===== src/core/tcpl_pkg.sv =====
package tcpl_pkg;
  // apb geometry
  localparam int ADDR_W = 8;
  localparam int DATA_W = 32;
  localparam int REG_W = 8;
  localparam int EV_W = 3;

  // register byte addresses
  localparam logic [7:0] OFF_USER_CTRL = 8'h00;
  localparam logic [7:0] OFF_VCFG_THREE = 8'h04;
  localparam logic [7:0] OFF_VCFG_SIX = 8'h08;
  localparam logic [7:0] OFF_LOSS_THRESH = 8'h0c;
  localparam logic [7:0] OFF_PIN_STATUS = 8'h10;
  localparam logic [7:0] OFF_INT_STAT = 8'h14;
  localparam logic [7:0] OFF_INT_MASK = 8'h18;

  // user_control_reg fields
  localparam int CTL_SOFT_TX_DISABLE_STATUS = 0;
  localparam int CTL_SOFT_RATE = 1;
  localparam int CTL_INT_PIN_EN = 4;
  // vendor_config_three fields
  localparam int VC3_GEN_MODE = 0;
  localparam int VC3_GEN_LEVEL = 1;
  localparam int VC3_GEN_PUSHPULL = 2;
  // vendor_config_six fields
  localparam int VC6_LOSS_POL = 3;
  // pin status fields
  localparam int STS_TX_DISABLE_STATUS = 0;
  localparam int STS_RATE_IN = 1;
  localparam int STS_RX_LOSS = 2;
  localparam int STS_TX_OFF = 3;
  // event bits, shared by int status and mask
  localparam int EV_TX_DISABLE_STATUS = 0;
  localparam int EV_RATE_IN = 1;
  localparam int EV_RX_LOSS = 2;

  // reset values
  localparam logic [7:0] USER_CTRL_RST = 8'h00;
  localparam logic [7:0] VCFG_THREE_RST = 8'h00;
  localparam logic [7:0] VCFG_SIX_RST = 8'h00;
  localparam logic [7:0] LOSS_THRESH_RST = 8'h00;
  localparam logic [2:0] INT_MASK_RST = 3'h0;

  // apb slave states, one-hot
  typedef enum logic [1:0] {
    TCPL_IDLE = 2'b01,
    TCPL_RESP = 2'b10
  } tcpl_apb_type;
endpackage


===== src/core/tcpl_irq.sv =====
`timescale 1ns/1ps
module tcpl_irq #(
  parameter int WIDTH = 3
) (
  input wire logic clk, // system clock
  input wire logic nrst, // async reset, active low
  input wire logic [WIDTH-1:0] ev_set, // event pulses
  input wire logic clr_we, // write-one-to-clear strobe
  input wire logic [WIDTH-1:0] clr_data, // bits to clear
  input wire logic mask_we, // mask write strobe
  input wire logic [WIDTH-1:0] mask_data, // new mask
  output logic [WIDTH-1:0] stat_r, // sticky status
  output logic [WIDTH-1:0] mask_r, // enable mask
  output logic irq_r // level interrupt, high active
);
  logic [WIDTH-1:0] stat_nxt;
  logic [WIDTH-1:0] mask_nxt;
  logic irq_nxt;

  // set wins over clear so a same-cycle event is never lost
  always_comb begin
    stat_nxt = stat_r;
    if (clr_we) begin
      stat_nxt = stat_nxt & ~clr_data;
    end
    stat_nxt = stat_nxt | ev_set;
    mask_nxt = mask_we ? mask_data : mask_r;
    irq_nxt = |(stat_nxt & mask_nxt);
  end

  always_ff @(posedge clk or negedge nrst) begin
    if (!nrst) begin
      stat_r <= '0;
      mask_r <= '0;
      irq_r <= 1'b0;
    end else begin
      stat_r <= stat_nxt;
      mask_r <= mask_nxt;
      irq_r <= irq_nxt;
    end
  end
endmodule


===== src/core/tcpl_sync.sv =====
`timescale 1ns/1ps
module tcpl_sync #(
  parameter int WIDTH = 3
) (
  input wire logic clk, // system clock
  input wire logic nrst, // async reset, active low
  input wire logic [WIDTH-1:0] din, // asynchronous pin levels
  output logic [WIDTH-1:0] dout // synchronised levels
);
  logic [WIDTH-1:0] meta_r;
  logic [WIDTH-1:0] meta_nxt;
  logic [WIDTH-1:0] dout_nxt;

  // each bit gets its own two-stage chain; stage one feeds only stage two
  genvar i;
  for (i = 0; i < WIDTH; i++) begin : g_bit
    always_comb begin
      meta_nxt[i] = din[i];
      dout_nxt[i] = meta_r[i];
    end
    always_ff @(posedge clk or negedge nrst) begin
      if (!nrst) begin
        meta_r[i] <= 1'b0;
        dout[i] <= 1'b0;
      end else begin
        meta_r[i] <= meta_nxt[i];
        dout[i] <= dout_nxt[i];
      end
    end
  end
endmodule


===== src/core/tcpl_top.sv =====
`timescale 1ns/1ps
// How it works
// - tx held off by pin or soft bit
// - tx disable pin mirrored in status bit
// - interrupt pin enable resets zero, pin analog
// - enabled shared pin drives interrupt open drain
// - rate select output is pin OR soft
// - rate select input mirrored in status bit
// - loss asserted below threshold, cleared above
// - loss output open drain, polarity selectable
// - loss status reports sensed line level
// - rate select mode drives open drain only
// - general output follows level and drive bits
module tcpl_top #(
  parameter int LOSS_W = 8
) (
  input wire logic CLK, // system clock, 100 MHz
  input wire logic NRST, // async reset, active low
  input wire logic PSEL, // apb select
  input wire logic PENABLE, // apb enable
  input wire logic PWRITE, // apb direction
  input wire logic [7:0] PADDR, // apb byte address
  input wire logic [31:0] PWDATA, // apb write data
  output logic [31:0] PRDATA, // apb read data
  output logic PREADY, // apb ready
  output logic PSLVERR, // apb error, unmapped address
  input wire logic TX_DISABLE_PIN, // tx disable pin, high active
  input wire logic RATE_SELECT_IN, // rate select input pin
  input wire logic RX_LOSS_SENSE, // sensed level of loss line
  input wire logic [LOSS_W-1:0] RX_POWER_INPUT, // rx power code
  output logic TX_DISABLED, // transmitter held off
  output logic SUPPLY_MON_SEL, // shared pin routed to monitor
  output logic SHARED_PIN_O, // shared pin drive value
  output logic SHARED_PIN_OE, // shared pin drive enable
  output logic RATE_SELECT_PIN_O, // rate pin drive value
  output logic RATE_SELECT_PIN_OE, // rate pin drive enable
  output logic RX_LOSS_OUT_O, // loss line drive value
  output logic RX_LOSS_OUT_OE, // loss line drive enable
  output logic IRQ // interrupt, high active
);
  tcpl_pkg::tcpl_apb_type st_r, st_nxt;
  logic [7:0] uctl_r, uctl_nxt;
  logic [7:0] vc3_r, vc3_nxt;
  logic [7:0] vc6_r, vc6_nxt;
  logic [LOSS_W-1:0] thr_r, thr_nxt;
  logic [31:0] prdata_nxt;
  logic pready_nxt, pslverr_nxt;
  logic [31:0] rd_word;
  logic clr_we, mask_we;
  logic [2:0] pins_s;
  logic tx_dis_s, rate_in_s, loss_sense_s;
  logic [2:0] ev_stat, ev_mask, ev_set;
  logic irq_lvl;
  logic loss_r, loss_nxt;
  logic [2:0] prev_r, prev_nxt;
  logic tx_off_nxt, mon_nxt, sh_oe_nxt;
  logic rs_o_nxt, rs_oe_nxt, rl_oe_nxt, rate_lvl, want_lvl;

  // an address is valid only if it hits one of the seven words
  function automatic logic mapped(input logic [7:0] a);
    mapped = (a == tcpl_pkg::OFF_USER_CTRL) ||
      (a == tcpl_pkg::OFF_VCFG_THREE) || (a == tcpl_pkg::OFF_VCFG_SIX) ||
      (a == tcpl_pkg::OFF_LOSS_THRESH) || (a == tcpl_pkg::OFF_PIN_STATUS) ||
      (a == tcpl_pkg::OFF_INT_STAT) || (a == tcpl_pkg::OFF_INT_MASK);
  endfunction

  // pin inputs are asynchronous to CLK
  tcpl_sync #(.WIDTH(3)) u_sync (
    .clk(CLK),
    .nrst(NRST),
    .din({RX_LOSS_SENSE, RATE_SELECT_IN, TX_DISABLE_PIN}),
    .dout(pins_s)
  );
  assign tx_dis_s = pins_s[0];
  assign rate_in_s = pins_s[1];
  assign loss_sense_s = pins_s[2];

  // any level change of a pin is an event
  assign ev_set = pins_s ^ prev_r;

  tcpl_irq #(.WIDTH(tcpl_pkg::EV_W)) u_irq (
    .clk(CLK),
    .nrst(NRST),
    .ev_set(ev_set),
    .clr_we(clr_we),
    .clr_data(PWDATA[2:0]),
    .mask_we(mask_we),
    .mask_data(PWDATA[2:0]),
    .stat_r(ev_stat),
    .mask_r(ev_mask),
    .irq_r(irq_lvl)
  );

  // read mux; status bits 0 to 2 come straight from the synchronisers, bit 3 from TX_DISABLED
  always_comb begin
    rd_word = 32'h0;
    case (PADDR)
      tcpl_pkg::OFF_USER_CTRL: rd_word = {24'h0, uctl_r};
      tcpl_pkg::OFF_VCFG_THREE: rd_word = {24'h0, vc3_r};
      tcpl_pkg::OFF_VCFG_SIX: rd_word = {24'h0, vc6_r};
      tcpl_pkg::OFF_LOSS_THRESH: rd_word[LOSS_W-1:0] = thr_r;
      tcpl_pkg::OFF_PIN_STATUS: begin
        rd_word[tcpl_pkg::STS_TX_DISABLE_STATUS] = tx_dis_s;
        rd_word[tcpl_pkg::STS_RATE_IN] = rate_in_s;
        rd_word[tcpl_pkg::STS_RX_LOSS] = loss_sense_s;
        rd_word[tcpl_pkg::STS_TX_OFF] = TX_DISABLED;
      end
      tcpl_pkg::OFF_INT_STAT: rd_word = {29'h0, ev_stat};
      tcpl_pkg::OFF_INT_MASK: rd_word = {29'h0, ev_mask};
      default: rd_word = 32'h0;
    endcase
  end

  // apb slave: one wait state, writes land on the ready edge
  always_comb begin
    st_nxt = st_r;
    pready_nxt = 1'b0;
    pslverr_nxt = 1'b0;
    prdata_nxt = PRDATA;
    uctl_nxt = uctl_r;
    vc3_nxt = vc3_r;
    vc6_nxt = vc6_r;
    thr_nxt = thr_r;
    clr_we = 1'b0;
    mask_we = 1'b0;
    case (st_r)
      tcpl_pkg::TCPL_IDLE: begin
        if (PSEL && PENABLE) begin
          st_nxt = tcpl_pkg::TCPL_RESP;
          pready_nxt = 1'b1;
          pslverr_nxt = !mapped(PADDR);
          prdata_nxt = PWRITE ? 32'h0 : rd_word;
        end
      end
      tcpl_pkg::TCPL_RESP: begin
        st_nxt = tcpl_pkg::TCPL_IDLE;
        if (PSEL && PENABLE && PWRITE) begin
          case (PADDR)
            tcpl_pkg::OFF_USER_CTRL: uctl_nxt = PWDATA[7:0];
            tcpl_pkg::OFF_VCFG_THREE: vc3_nxt = PWDATA[7:0];
            tcpl_pkg::OFF_VCFG_SIX: vc6_nxt = PWDATA[7:0];
            tcpl_pkg::OFF_LOSS_THRESH: thr_nxt = PWDATA[LOSS_W-1:0];
            tcpl_pkg::OFF_INT_STAT: clr_we = 1'b1;
            tcpl_pkg::OFF_INT_MASK: mask_we = 1'b1;
            default: clr_we = 1'b0;
          endcase
        end
      end
      default: st_nxt = tcpl_pkg::TCPL_IDLE;
    endcase
  end

  always_ff @(posedge CLK or negedge NRST) begin
    if (!NRST) begin
      st_r <= tcpl_pkg::TCPL_IDLE;
      PREADY <= 1'b0;
      PSLVERR <= 1'b0;
      PRDATA <= 32'h0;
      uctl_r <= tcpl_pkg::USER_CTRL_RST;
      vc3_r <= tcpl_pkg::VCFG_THREE_RST;
      vc6_r <= tcpl_pkg::VCFG_SIX_RST;
      thr_r <= LOSS_W'(tcpl_pkg::LOSS_THRESH_RST);
    end else begin
      st_r <= st_nxt;
      PREADY <= pready_nxt;
      PSLVERR <= pslverr_nxt;
      PRDATA <= prdata_nxt;
      uctl_r <= uctl_nxt;
      vc3_r <= vc3_nxt;
      vc6_r <= vc6_nxt;
      thr_r <= thr_nxt;
    end
  end

  // pin logic; every pin output is registered to keep glitches off the board
  always_comb begin
    prev_nxt = pins_s;
    // equal power and threshold holds the state, a one-code dead band
    loss_nxt = loss_r;
    if (RX_POWER_INPUT < thr_r) begin
      loss_nxt = 1'b1;
    end else if (RX_POWER_INPUT > thr_r) begin
      loss_nxt = 1'b0;
    end
    tx_off_nxt = tx_dis_s | uctl_r[tcpl_pkg::CTL_SOFT_TX_DISABLE_STATUS];
    mon_nxt = !uctl_r[tcpl_pkg::CTL_INT_PIN_EN];
    // interrupt is active low on the pin: pull down while it is raised
    sh_oe_nxt = uctl_r[tcpl_pkg::CTL_INT_PIN_EN] & irq_lvl;
    rate_lvl = rate_in_s | uctl_r[tcpl_pkg::CTL_SOFT_RATE];
    if (vc3_r[tcpl_pkg::VC3_GEN_MODE]) begin
      if (vc3_r[tcpl_pkg::VC3_GEN_PUSHPULL]) begin
        rs_o_nxt = vc3_r[tcpl_pkg::VC3_GEN_LEVEL];
        rs_oe_nxt = 1'b1;
      end else begin
        rs_o_nxt = 1'b0;
        rs_oe_nxt = !vc3_r[tcpl_pkg::VC3_GEN_LEVEL];
      end
    end else begin
      rs_o_nxt = 1'b0;
      rs_oe_nxt = !rate_lvl;
    end
    // polarity bit set means high for normal operation
    want_lvl = loss_r ^ vc6_r[tcpl_pkg::VC6_LOSS_POL];
    rl_oe_nxt = !want_lvl;
  end

  always_ff @(posedge CLK or negedge NRST) begin
    if (!NRST) begin
      prev_r <= 3'h0;
      loss_r <= 1'b0;
      TX_DISABLED <= 1'b0;
      SUPPLY_MON_SEL <= 1'b1;
      SHARED_PIN_O <= 1'b0;
      SHARED_PIN_OE <= 1'b0;
      RATE_SELECT_PIN_O <= 1'b0;
      RATE_SELECT_PIN_OE <= 1'b0;
      RX_LOSS_OUT_O <= 1'b0;
      RX_LOSS_OUT_OE <= 1'b0;
      IRQ <= 1'b0;
    end else begin
      prev_r <= prev_nxt;
      loss_r <= loss_nxt;
      TX_DISABLED <= tx_off_nxt;
      SUPPLY_MON_SEL <= mon_nxt;
      SHARED_PIN_O <= 1'b0;
      SHARED_PIN_OE <= sh_oe_nxt;
      RATE_SELECT_PIN_O <= rs_o_nxt;
      RATE_SELECT_PIN_OE <= rs_oe_nxt;
      RX_LOSS_OUT_O <= 1'b0;
      RX_LOSS_OUT_OE <= rl_oe_nxt;
      IRQ <= irq_lvl;
    end
  end

  property p_tx_off;
    @(posedge CLK) disable iff (!NRST)
    (tx_dis_s || uctl_r[tcpl_pkg::CTL_SOFT_TX_DISABLE_STATUS]) |=> TX_DISABLED;
  endproperty
  a_tx_off: assert property (p_tx_off)
    else $error("transmitter not held off");

  property p_tx_on;
    @(posedge CLK) disable iff (!NRST)
    (!tx_dis_s && !uctl_r[tcpl_pkg::CTL_SOFT_TX_DISABLE_STATUS]) |=> !TX_DISABLED;
  endproperty
  a_tx_on: assert property (p_tx_on)
    else $error("transmitter off without cause");

  property p_pin_sync;
    @(posedge CLK) disable iff (!NRST)
    $rose(TX_DISABLE_PIN) ##1 TX_DISABLE_PIN [*2] |-> tx_dis_s;
  endproperty
  a_pin_sync: assert property (p_pin_sync)
    else $error("tx disable level not seen after two stages");

  property p_mon_mode;
    @(posedge CLK) disable iff (!NRST)
    !uctl_r[tcpl_pkg::CTL_INT_PIN_EN] |=> SUPPLY_MON_SEL && !SHARED_PIN_OE;
  endproperty
  a_mon_mode: assert property (p_mon_mode)
    else $error("shared pin driven in monitor mode");

  property p_int_pin;
    @(posedge CLK) disable iff (!NRST)
    (uctl_r[tcpl_pkg::CTL_INT_PIN_EN] && irq_lvl) |=>
      SHARED_PIN_OE && !SHARED_PIN_O && !SUPPLY_MON_SEL;
  endproperty
  a_int_pin: assert property (p_int_pin)
    else $error("interrupt not pulled low on shared pin");

  property p_rate_or;
    @(posedge CLK) disable iff (!NRST)
    (!vc3_r[tcpl_pkg::VC3_GEN_MODE] && !rate_lvl) |=> RATE_SELECT_PIN_OE;
  endproperty
  a_rate_or: assert property (p_rate_or)
    else $error("rate select not pulled low when both inputs low");

  property p_rate_od;
    @(posedge CLK) disable iff (!NRST)
    !vc3_r[tcpl_pkg::VC3_GEN_MODE] |=>
      !(RATE_SELECT_PIN_OE && RATE_SELECT_PIN_O);
  endproperty
  a_rate_od: assert property (p_rate_od)
    else $error("rate select driven high");

  property p_gen_pp;
    @(posedge CLK) disable iff (!NRST)
    (vc3_r[tcpl_pkg::VC3_GEN_MODE] && vc3_r[tcpl_pkg::VC3_GEN_PUSHPULL]) |=>
      RATE_SELECT_PIN_OE &&
      (RATE_SELECT_PIN_O == $past(vc3_r[tcpl_pkg::VC3_GEN_LEVEL]));
  endproperty
  a_gen_pp: assert property (p_gen_pp)
    else $error("general output push-pull level wrong");

  property p_loss_set;
    @(posedge CLK) disable iff (!NRST)
    (RX_POWER_INPUT < thr_r) |=> loss_r;
  endproperty
  a_loss_set: assert property (p_loss_set)
    else $error("loss not flagged below threshold");

  property p_loss_clr;
    @(posedge CLK) disable iff (!NRST)
    (RX_POWER_INPUT > thr_r) |=> !loss_r;
  endproperty
  a_loss_clr: assert property (p_loss_clr)
    else $error("loss not cleared above threshold");

  property p_loss_pol;
    @(posedge CLK) disable iff (!NRST)
    !loss_r |=> (RX_LOSS_OUT_OE == !$past(vc6_r[tcpl_pkg::VC6_LOSS_POL]));
  endproperty
  a_loss_pol: assert property (p_loss_pol)
    else $error("loss line normal level wrong for polarity");
endmodule


===== config.mk =====
export PLATFORM = sky130hd
export DESIGN_NAME = tcpl_top
export DESIGN_NICKNAME = d
export VERILOG_FILES = /design/src/core/tcpl_pkg.sv /design/src/core/tcpl_irq.sv /design/src/core/tcpl_sync.sv /design/src/core/tcpl_top.sv
export SDC_FILE = /design/constraint.sdc
export NUM_CORES = 1
export LEC_CHECK = 0
export ABC_AREA = 1
export BUFFER_PORTS_ARGS = -buffer_cell sky130_fd_sc_hd__buf_2
export CAP_MARGIN = 20
export CORE_UTILIZATION = 49
export CTS_BUF_LIST = sky130_fd_sc_hd__clkbuf_8
export CTS_CLUSTER_SIZE = 16
export DETAILED_ROUTE_END_ITERATION = 8
export PLACE_DENSITY = 0.9
export RECOVER_POWER = 100
export SYNTH_ARGS = -nofsm -noshare
export SYNTH_HDL_FRONTEND = slang
export SYNTH_HIERARCHICAL = 1
export SYNTH_SLANG_ARGS = --single-unit

===== constraint.sdc =====
create_clock -name CLK -period 1.25 [get_ports CLK]
set_input_delay 0.125 -clock CLK [delete_from_list [all_inputs] [get_ports CLK]]
set_output_delay 0.125 -clock CLK [all_outputs]
set_load 0.1 [all_outputs]

**Yosys cells after proc, flatten, opt, wreduce, memory -nomap -nowiden**

Index checks and enable logic that the tools add are counted.

- Input bits: 56
- Flip-flop bits (word level): 92

- Bitwise operators: 9
- Eq/ne operators: 9
- Magnitude comparators: 2
- Reduce and logical (&&, ||, !) cells: 21
- Multiplexer cells: 23

Operator list:

| operator | count |
|---|---|
| one-hot mux 4 bit (7 select lines) | 1 |
| equality test 8 x 5 -> 1 bit, second input constant | 3 |
| equality test 8 x 4 -> 1 bit, second input constant | 2 |
| two-way mux 1 bit | 16 |
| one-hot mux 4 bit (4 select lines) | 1 |
| AND reduction 3 bit | 4 |
| equality test 8 x 3 -> 1 bit, second input constant | 1 |
| > comparator 8 bit | 1 |
| zero test 8 bit | 1 |
| < comparator 8 bit | 1 |
| two-way mux 8 bit | 1 |
| AND 3 bit | 2 |
| logical OR 1 bit | 6 |
| two-way mux 3 bit | 2 |
| zero test 1 bit | 5 |
| two-way mux 2 bit | 2 |
| NOT 3 bit | 1 |
| bitwise OR 3 bit | 1 |
| OR reduction 3 bit | 1 |
| bitwise XOR 3 bit | 1 |
| equality test 2 x 1 -> 1 bit, second input constant | 1 |
| equality test 2 bit, second input constant | 1 |
| logical AND 1 bit | 2 |
| inequality test 2 bit, second input constant | 1 |
| 5 further kinds | 6 |

**Depth between registers and ports, before layout**

- Word-level depth: 10
- Depth in mapped cells: 11
- Depth with buffers taken out: 10

**By module**

The synthesis kept the hierarchy.

By module, submodules not included:

| module | cells each | instances | area an instance (um^2) |
|---|---|---|---|
| tcpl_top | 352 | 1 | 3,067.9 |
| tcpl_irq | 33 | 1 | 289.0 |
| tcpl_sync | 6 | 1 | 150.1 |

**Worst setup path after synthesis**

No wires, ideal clock.

- Path type: register to register
- Start: reg TX_DISABLED
- End: reg PRDATA[3]
- Setup time: 68 ps
- Data arrival time: 1,260 ps
- Path slack: -77 ps
- Data required time: 1,182 ps
- Stages on the path, launching flop included: 5
- Buffers on the path: 0
- Path through: dfrtp_1 -> nand3_1 -> o21ai_1 -> o21ai_1 -> nand2_1

- Cells in the longest elaborated chain, start to end: 2

RTL lines:

| item | line | source |
|---|---|---|
| from (decl) | tcpl_top.sv:31 | `output logic TX_DISABLED,` |
| from (signal assigned) | tcpl_top.sv:223 | `TX_DISABLED <= tx_off_nxt;` |
| one-hot mux 4 bit (7 select lines) | tcpl_top.sv:97 | `case (PADDR)` |
| two-way mux 8 bit | tcpl_top.sv:132 | `prdata_nxt = PWRITE ? 32'h0 : rd_word;` |
| to (signal assigned) | tcpl_top.sv:167 | `PRDATA <= prdata_nxt;` |
| to (decl) | tcpl_top.sv:24 | `output logic [31:0] PRDATA,` |

Every way passes these cells.
A chain may end at the register's enable or synchronous reset.

**Final worst setup path**

- Start: reg thr_r[5]
- End: reg loss_r

- Cells in the longest elaborated chain, start to end: 2
- Elaborated cells between the ends (all ways): 4
- Those cells by class: order compare: 2; mux: 1; reduce/logical: 1

RTL lines:

| item | line | source |
|---|---|---|
| from (decl) | tcpl_top.sv:45 | `logic [LOSS_W-1:0] thr_r, thr_nxt;` |
| from (signal assigned) | tcpl_top.sv:162 | `thr_r <= LOSS_W'(tcpl_pkg::LOSS_THRESH_RST);` |
| from (signal assigned) | tcpl_top.sv:171 | `thr_r <= thr_nxt;` |
| < comparator 8 bit or > comparator 8 bit (tied branches) | tcpl_top.sv:180, tcpl_top.sv:182 |  |
| two-way mux 1 bit or nonzero test 2 bit (tied branches) | - |  |
| to (signal assigned) | tcpl_top.sv:222 | `loss_r <= loss_nxt;` |
| to (decl) | tcpl_top.sv:54 | `logic loss_r, loss_nxt;` |

Several ways; a longest one is shown, not always the timed one.

==> impl_metrics.env <==
export IMPL_critPathLaunch="thr_r[5]$_DFFE_PN0P_"
export IMPL_grt_pass1_wl_um=14300
export IMPL_yosysTopAreaCell="dfrtp_1"
export IMPL_synth_top_area_share_pct=47.1
export IMPL_place_inst=539
export IMPL_synth_area_leaders="dfrtp_1 (47%), nand2_1 (11%), buf_4 (5.8%), nand3_1 (4.7%), o21ai_2 (4.0%)"
export IMPL_cp_arrival_ns=1.62
export IMPL_gp_congestion=0.841
export IMPL_cts_made_buffers=9
export IMPL_syn_avg_cell_area_um2=8.97
export IMPL_wirelength_um=9530
export IMPL_fin_nets=533
export IMPL_yosys_warnings=6
export IMPL_path_delay_family="flip-flops"
export IMPL_slowest_stage="dfrtp_1"
export IMPL_synth_main_ff_cell="dfrtp_1"
export IMPL_dieArea_mm2=0.00750
export IMPL_slew_viol_final=0
export IMPL_synth_async_reset_ratio_pct=100
export IMPL_synth_compound_area_share_pct=9.03
export IMPL_setup_viol=31
export IMPL_pre_cts_ws_ns=-0.121
export IMPL_powerDensity_mw_per_mm2=1120
export IMPL_design_portCount=99
export IMPL_synthMuxAreaShare_pct=0
export IMPL_critPathCaptureType="flop"
export IMPL_rows=30
export IMPL_synth_yosys_seq_area_share_pct=48.6
export IMPL_syn_area_mm2=0.00351
export IMPL_grt_util_all_layers_pct=25.3
export IMPL_crit_chain="inv_2 > ha_4 > nand4_1 > buf_4 > o31ai_1"
export IMPL_slew_headroom_pct=44.0
export IMPL_status="complete, but fails checks"
export IMPL_setup_slack_ns=-0.123
export IMPL_tightest_slew_ns=0.840
export IMPL_violations="setup timing"
export IMPL_layout_drive_gt1_share_pct=42.0
export IMPL_crit_type="flop to flop"
export IMPL_min_delay_start="PWDATA[1]"
export IMPL_slowest_delay_ns=0.38
export IMPL_fin_area_mm2=0.00447
export IMPL_synth_most_common_cell="nand2_1"
export IMPL_drc=0
export IMPL_antenna_found_initial=0
export IMPL_start_util_pct=51.1
export IMPL_die_h_um=86.6
export IMPL_die_w_um=86.6
export IMPL_htreeDepth=3
export IMPL_root_buffer="clkbuf_8"
export IMPL_synth_xor_area_share_pct=0.999
export IMPL_r2r_start="thr_r[5]$_DFFE_PN0P_"
export IMPL_post_route_min_period_ns=1.37
export IMPL_firstDrtPassIters=6
export IMPL_nFillCells=466
export IMPL_place_area_mm2=0.00382
export IMPL_synth_edff_count=0
export IMPL_crit_path_start_kind="flop"
export IMPL_post_drt_via_cell_ratio=5.42
export IMPL_synth_top_family_by_area="simple AND/OR/NAND/NOR gates"
export IMPL_synth_cells=391
export IMPL_fmax_mhz=728
export IMPL_rsz0062_at_grt="yes"
export IMPL_min_path_type="input port to flop"
export IMPL_power_leakage_nw=2.20
export IMPL_synth_simple_area_share_pct=25.6
export IMPL_area_growth_pct=27.5
export IMPL_via_count=3087
export IMPL_place_hpwl_um=5420
export IMPL_cts_sinks=68
export IMPL_core_mm2=0.00687
export IMPL_fin_crit_sh_pct=110
export IMPL_tns_ns=-1.02
export IMPL_first_iter_violations=344
export IMPL_port_buffers=48
export IMPL_cts_tree="built"
export IMPL_grt_max_degree=69
export IMPL_antenna_left=0
export IMPL_cp_max_fo=2
export IMPL_clk_latency_ns=0.37
export IMPL_synth_cell_types=34
export IMPL_skew_ns=0.0136
export IMPL_ys_ff_latch=68
export IMPL_crit_buf_inv=2
export IMPL_maxCapViolations=0
export IMPL_ys_top_cells_by_count="nand2_1 (107), dfrtp_1 (66), inv_1 (34)"
export IMPL_synthAdderAreaFrac_pct=2.85
export IMPL_required_ns=1.50
export IMPL_ir_worst_vdd_v=0.000491
export IMPL_final_core_util_pct=65.1
export IMPL_overflow=0
export IMPL_post_drt_wl_per_cell_um=16.7
export IMPL_diodes=0
export IMPL_finalHoldViolCount=0
export IMPL_clockBufferDepth=2
export IMPL_clkTransAtPathRegs_ns=0.07
export IMPL_grt_pass1_vias=2903
export IMPL_final_cells=570
==> worst reg2reg max path, cell delays in order (launching register included) <==
cell	delay, ns
dfrtp_1	0.38
inv_2	0.07
ha_4	0.27
nand4_1	0.13
buf_4	0.16
o31ai_1	0.27
==> per-layer routing <==
metal	wire length (µm)	share of wire, %	GRT usage, %
met2	4750	50	42.9
met1	3680	39	30.2
met5	0	0	0
met4	375	3.9	12.1
met3	725	7.6	6.38
==> power by group <==
| group | total (W) | leakage [nW] | switching, W | internal, W |
|---|---|---|---|---|
| registers | 0.00225 | 0.894 | 0.0000200 | 0.00223 |
| clock network | 0.00202 | 0.109 | 0.000900 | 0.00111 |
| logic | 0.000761 | 1.20 | 0.000631 | 0.000130 |
| total | 0.00503 | 2.20 | 0.00155 | 0.00348 |
==> registers in the layout (all words and copies together), names as in the netlist, 2 cells and up <==
name	cells
thr_r	8
u_irq/mask_r	3
prev_r	3
vc3_r	8
uctl_r	8
vc6_r	8
u_sync/dout	3
u_irq/stat_r	3
u_sync/dout_nxt	3
st_r	2
PRDATA	8
==> layout make-up <==
cell class                 instances  area [µm²]  share of cell area, %
multi-input combinational        275        1750                   39.0
sequential                        68        1710                   38.1
timing repair buffer              75         517                   11.6
inverter                          40         168                   3.75
clock buffer                       9         124                   2.77
tap                               96         120                   2.69
clock inverter                     7        91.3                   2.04
==> logic make-up (layout without fill, tap and decap cells) <==
logic type                 count (synthesis)  count (layout)
and+or+nand+nor                          185             188
buffers and inverters                     76             131
DFF                                       68              68
AOI/OAI and AO/OA                         49              49
adders and majority gates                  8               8
xor gates and xnor gates                   4               4
other                                      1              26
==> worst paths after layout <==
kind                                                  end  slack (ns)  depth (start not counted)
worst max register to register         loss_r$_DFFE_PN0P_       -0.12                          5
worst min-delay path            u_irq/mask_r[1]$_DFF_PN0_        0.06                          3
max in group asynchronous           TX_DISABLED$_DFF_PN0_        0.19                          3
min in group asynchronous       u_irq/stat_r[2]$_DFF_PN0_        0.49                          3
worst max-delay path                   loss_r$_DFFE_PN0P_       -0.12                          5
worst min register to register   u_sync/dout[2]$_DFF_PN0_        0.34                          0
==> metrics by stage <==
stage               power [W]  hold WS (ns)
floorplan             0.00290        -0.171
CTS                   0.00500        0.0342
global route          0.00518        0.0519
detailed placement    0.00300         0.171
finish                0.00503        0.0574
global placement      0.00299         0.169
==> timing repair <==
action / CTS / global route
endpoints found under the setup margin: 51 / 42
hold buffers: 4 / 0
gates resized for setup: 35 / 54
pin swaps: 9 / 17
cloned: 3 / 0
hold endpoints to repair: 69 / 0
buffers inserted: 4 / 5
==> layout by cell type, fill, tap and decap left out, types with 3 or more instances in the layout <==
cell           synthesis  final
buf_2                  1     34
buf_4                 27     30
clkbuf_4               0      4
clkbuf_8               0      9
clkinv_2               0      3
conb_1                 1     26
dfrtp_1               66     65
dlygate4sd3_1          0      4
ha_4                   0      6
inv_1                 34     26
inv_2                  5     12
nand2_1              107     75
nand2_2                4     35
nand2_4                4      4
nand3_1               33     32
nand3_2                3      4
nand3_4                3      6
nor2_1                17     13
nor2_2                 3      4
nor2_4                 5      8
nor3_1                 3      3
o21ai_1               24     19
o21ai_2               16     23
xor2_1                 3      3
No activity file was read; power rests on OpenSTA's default activity.
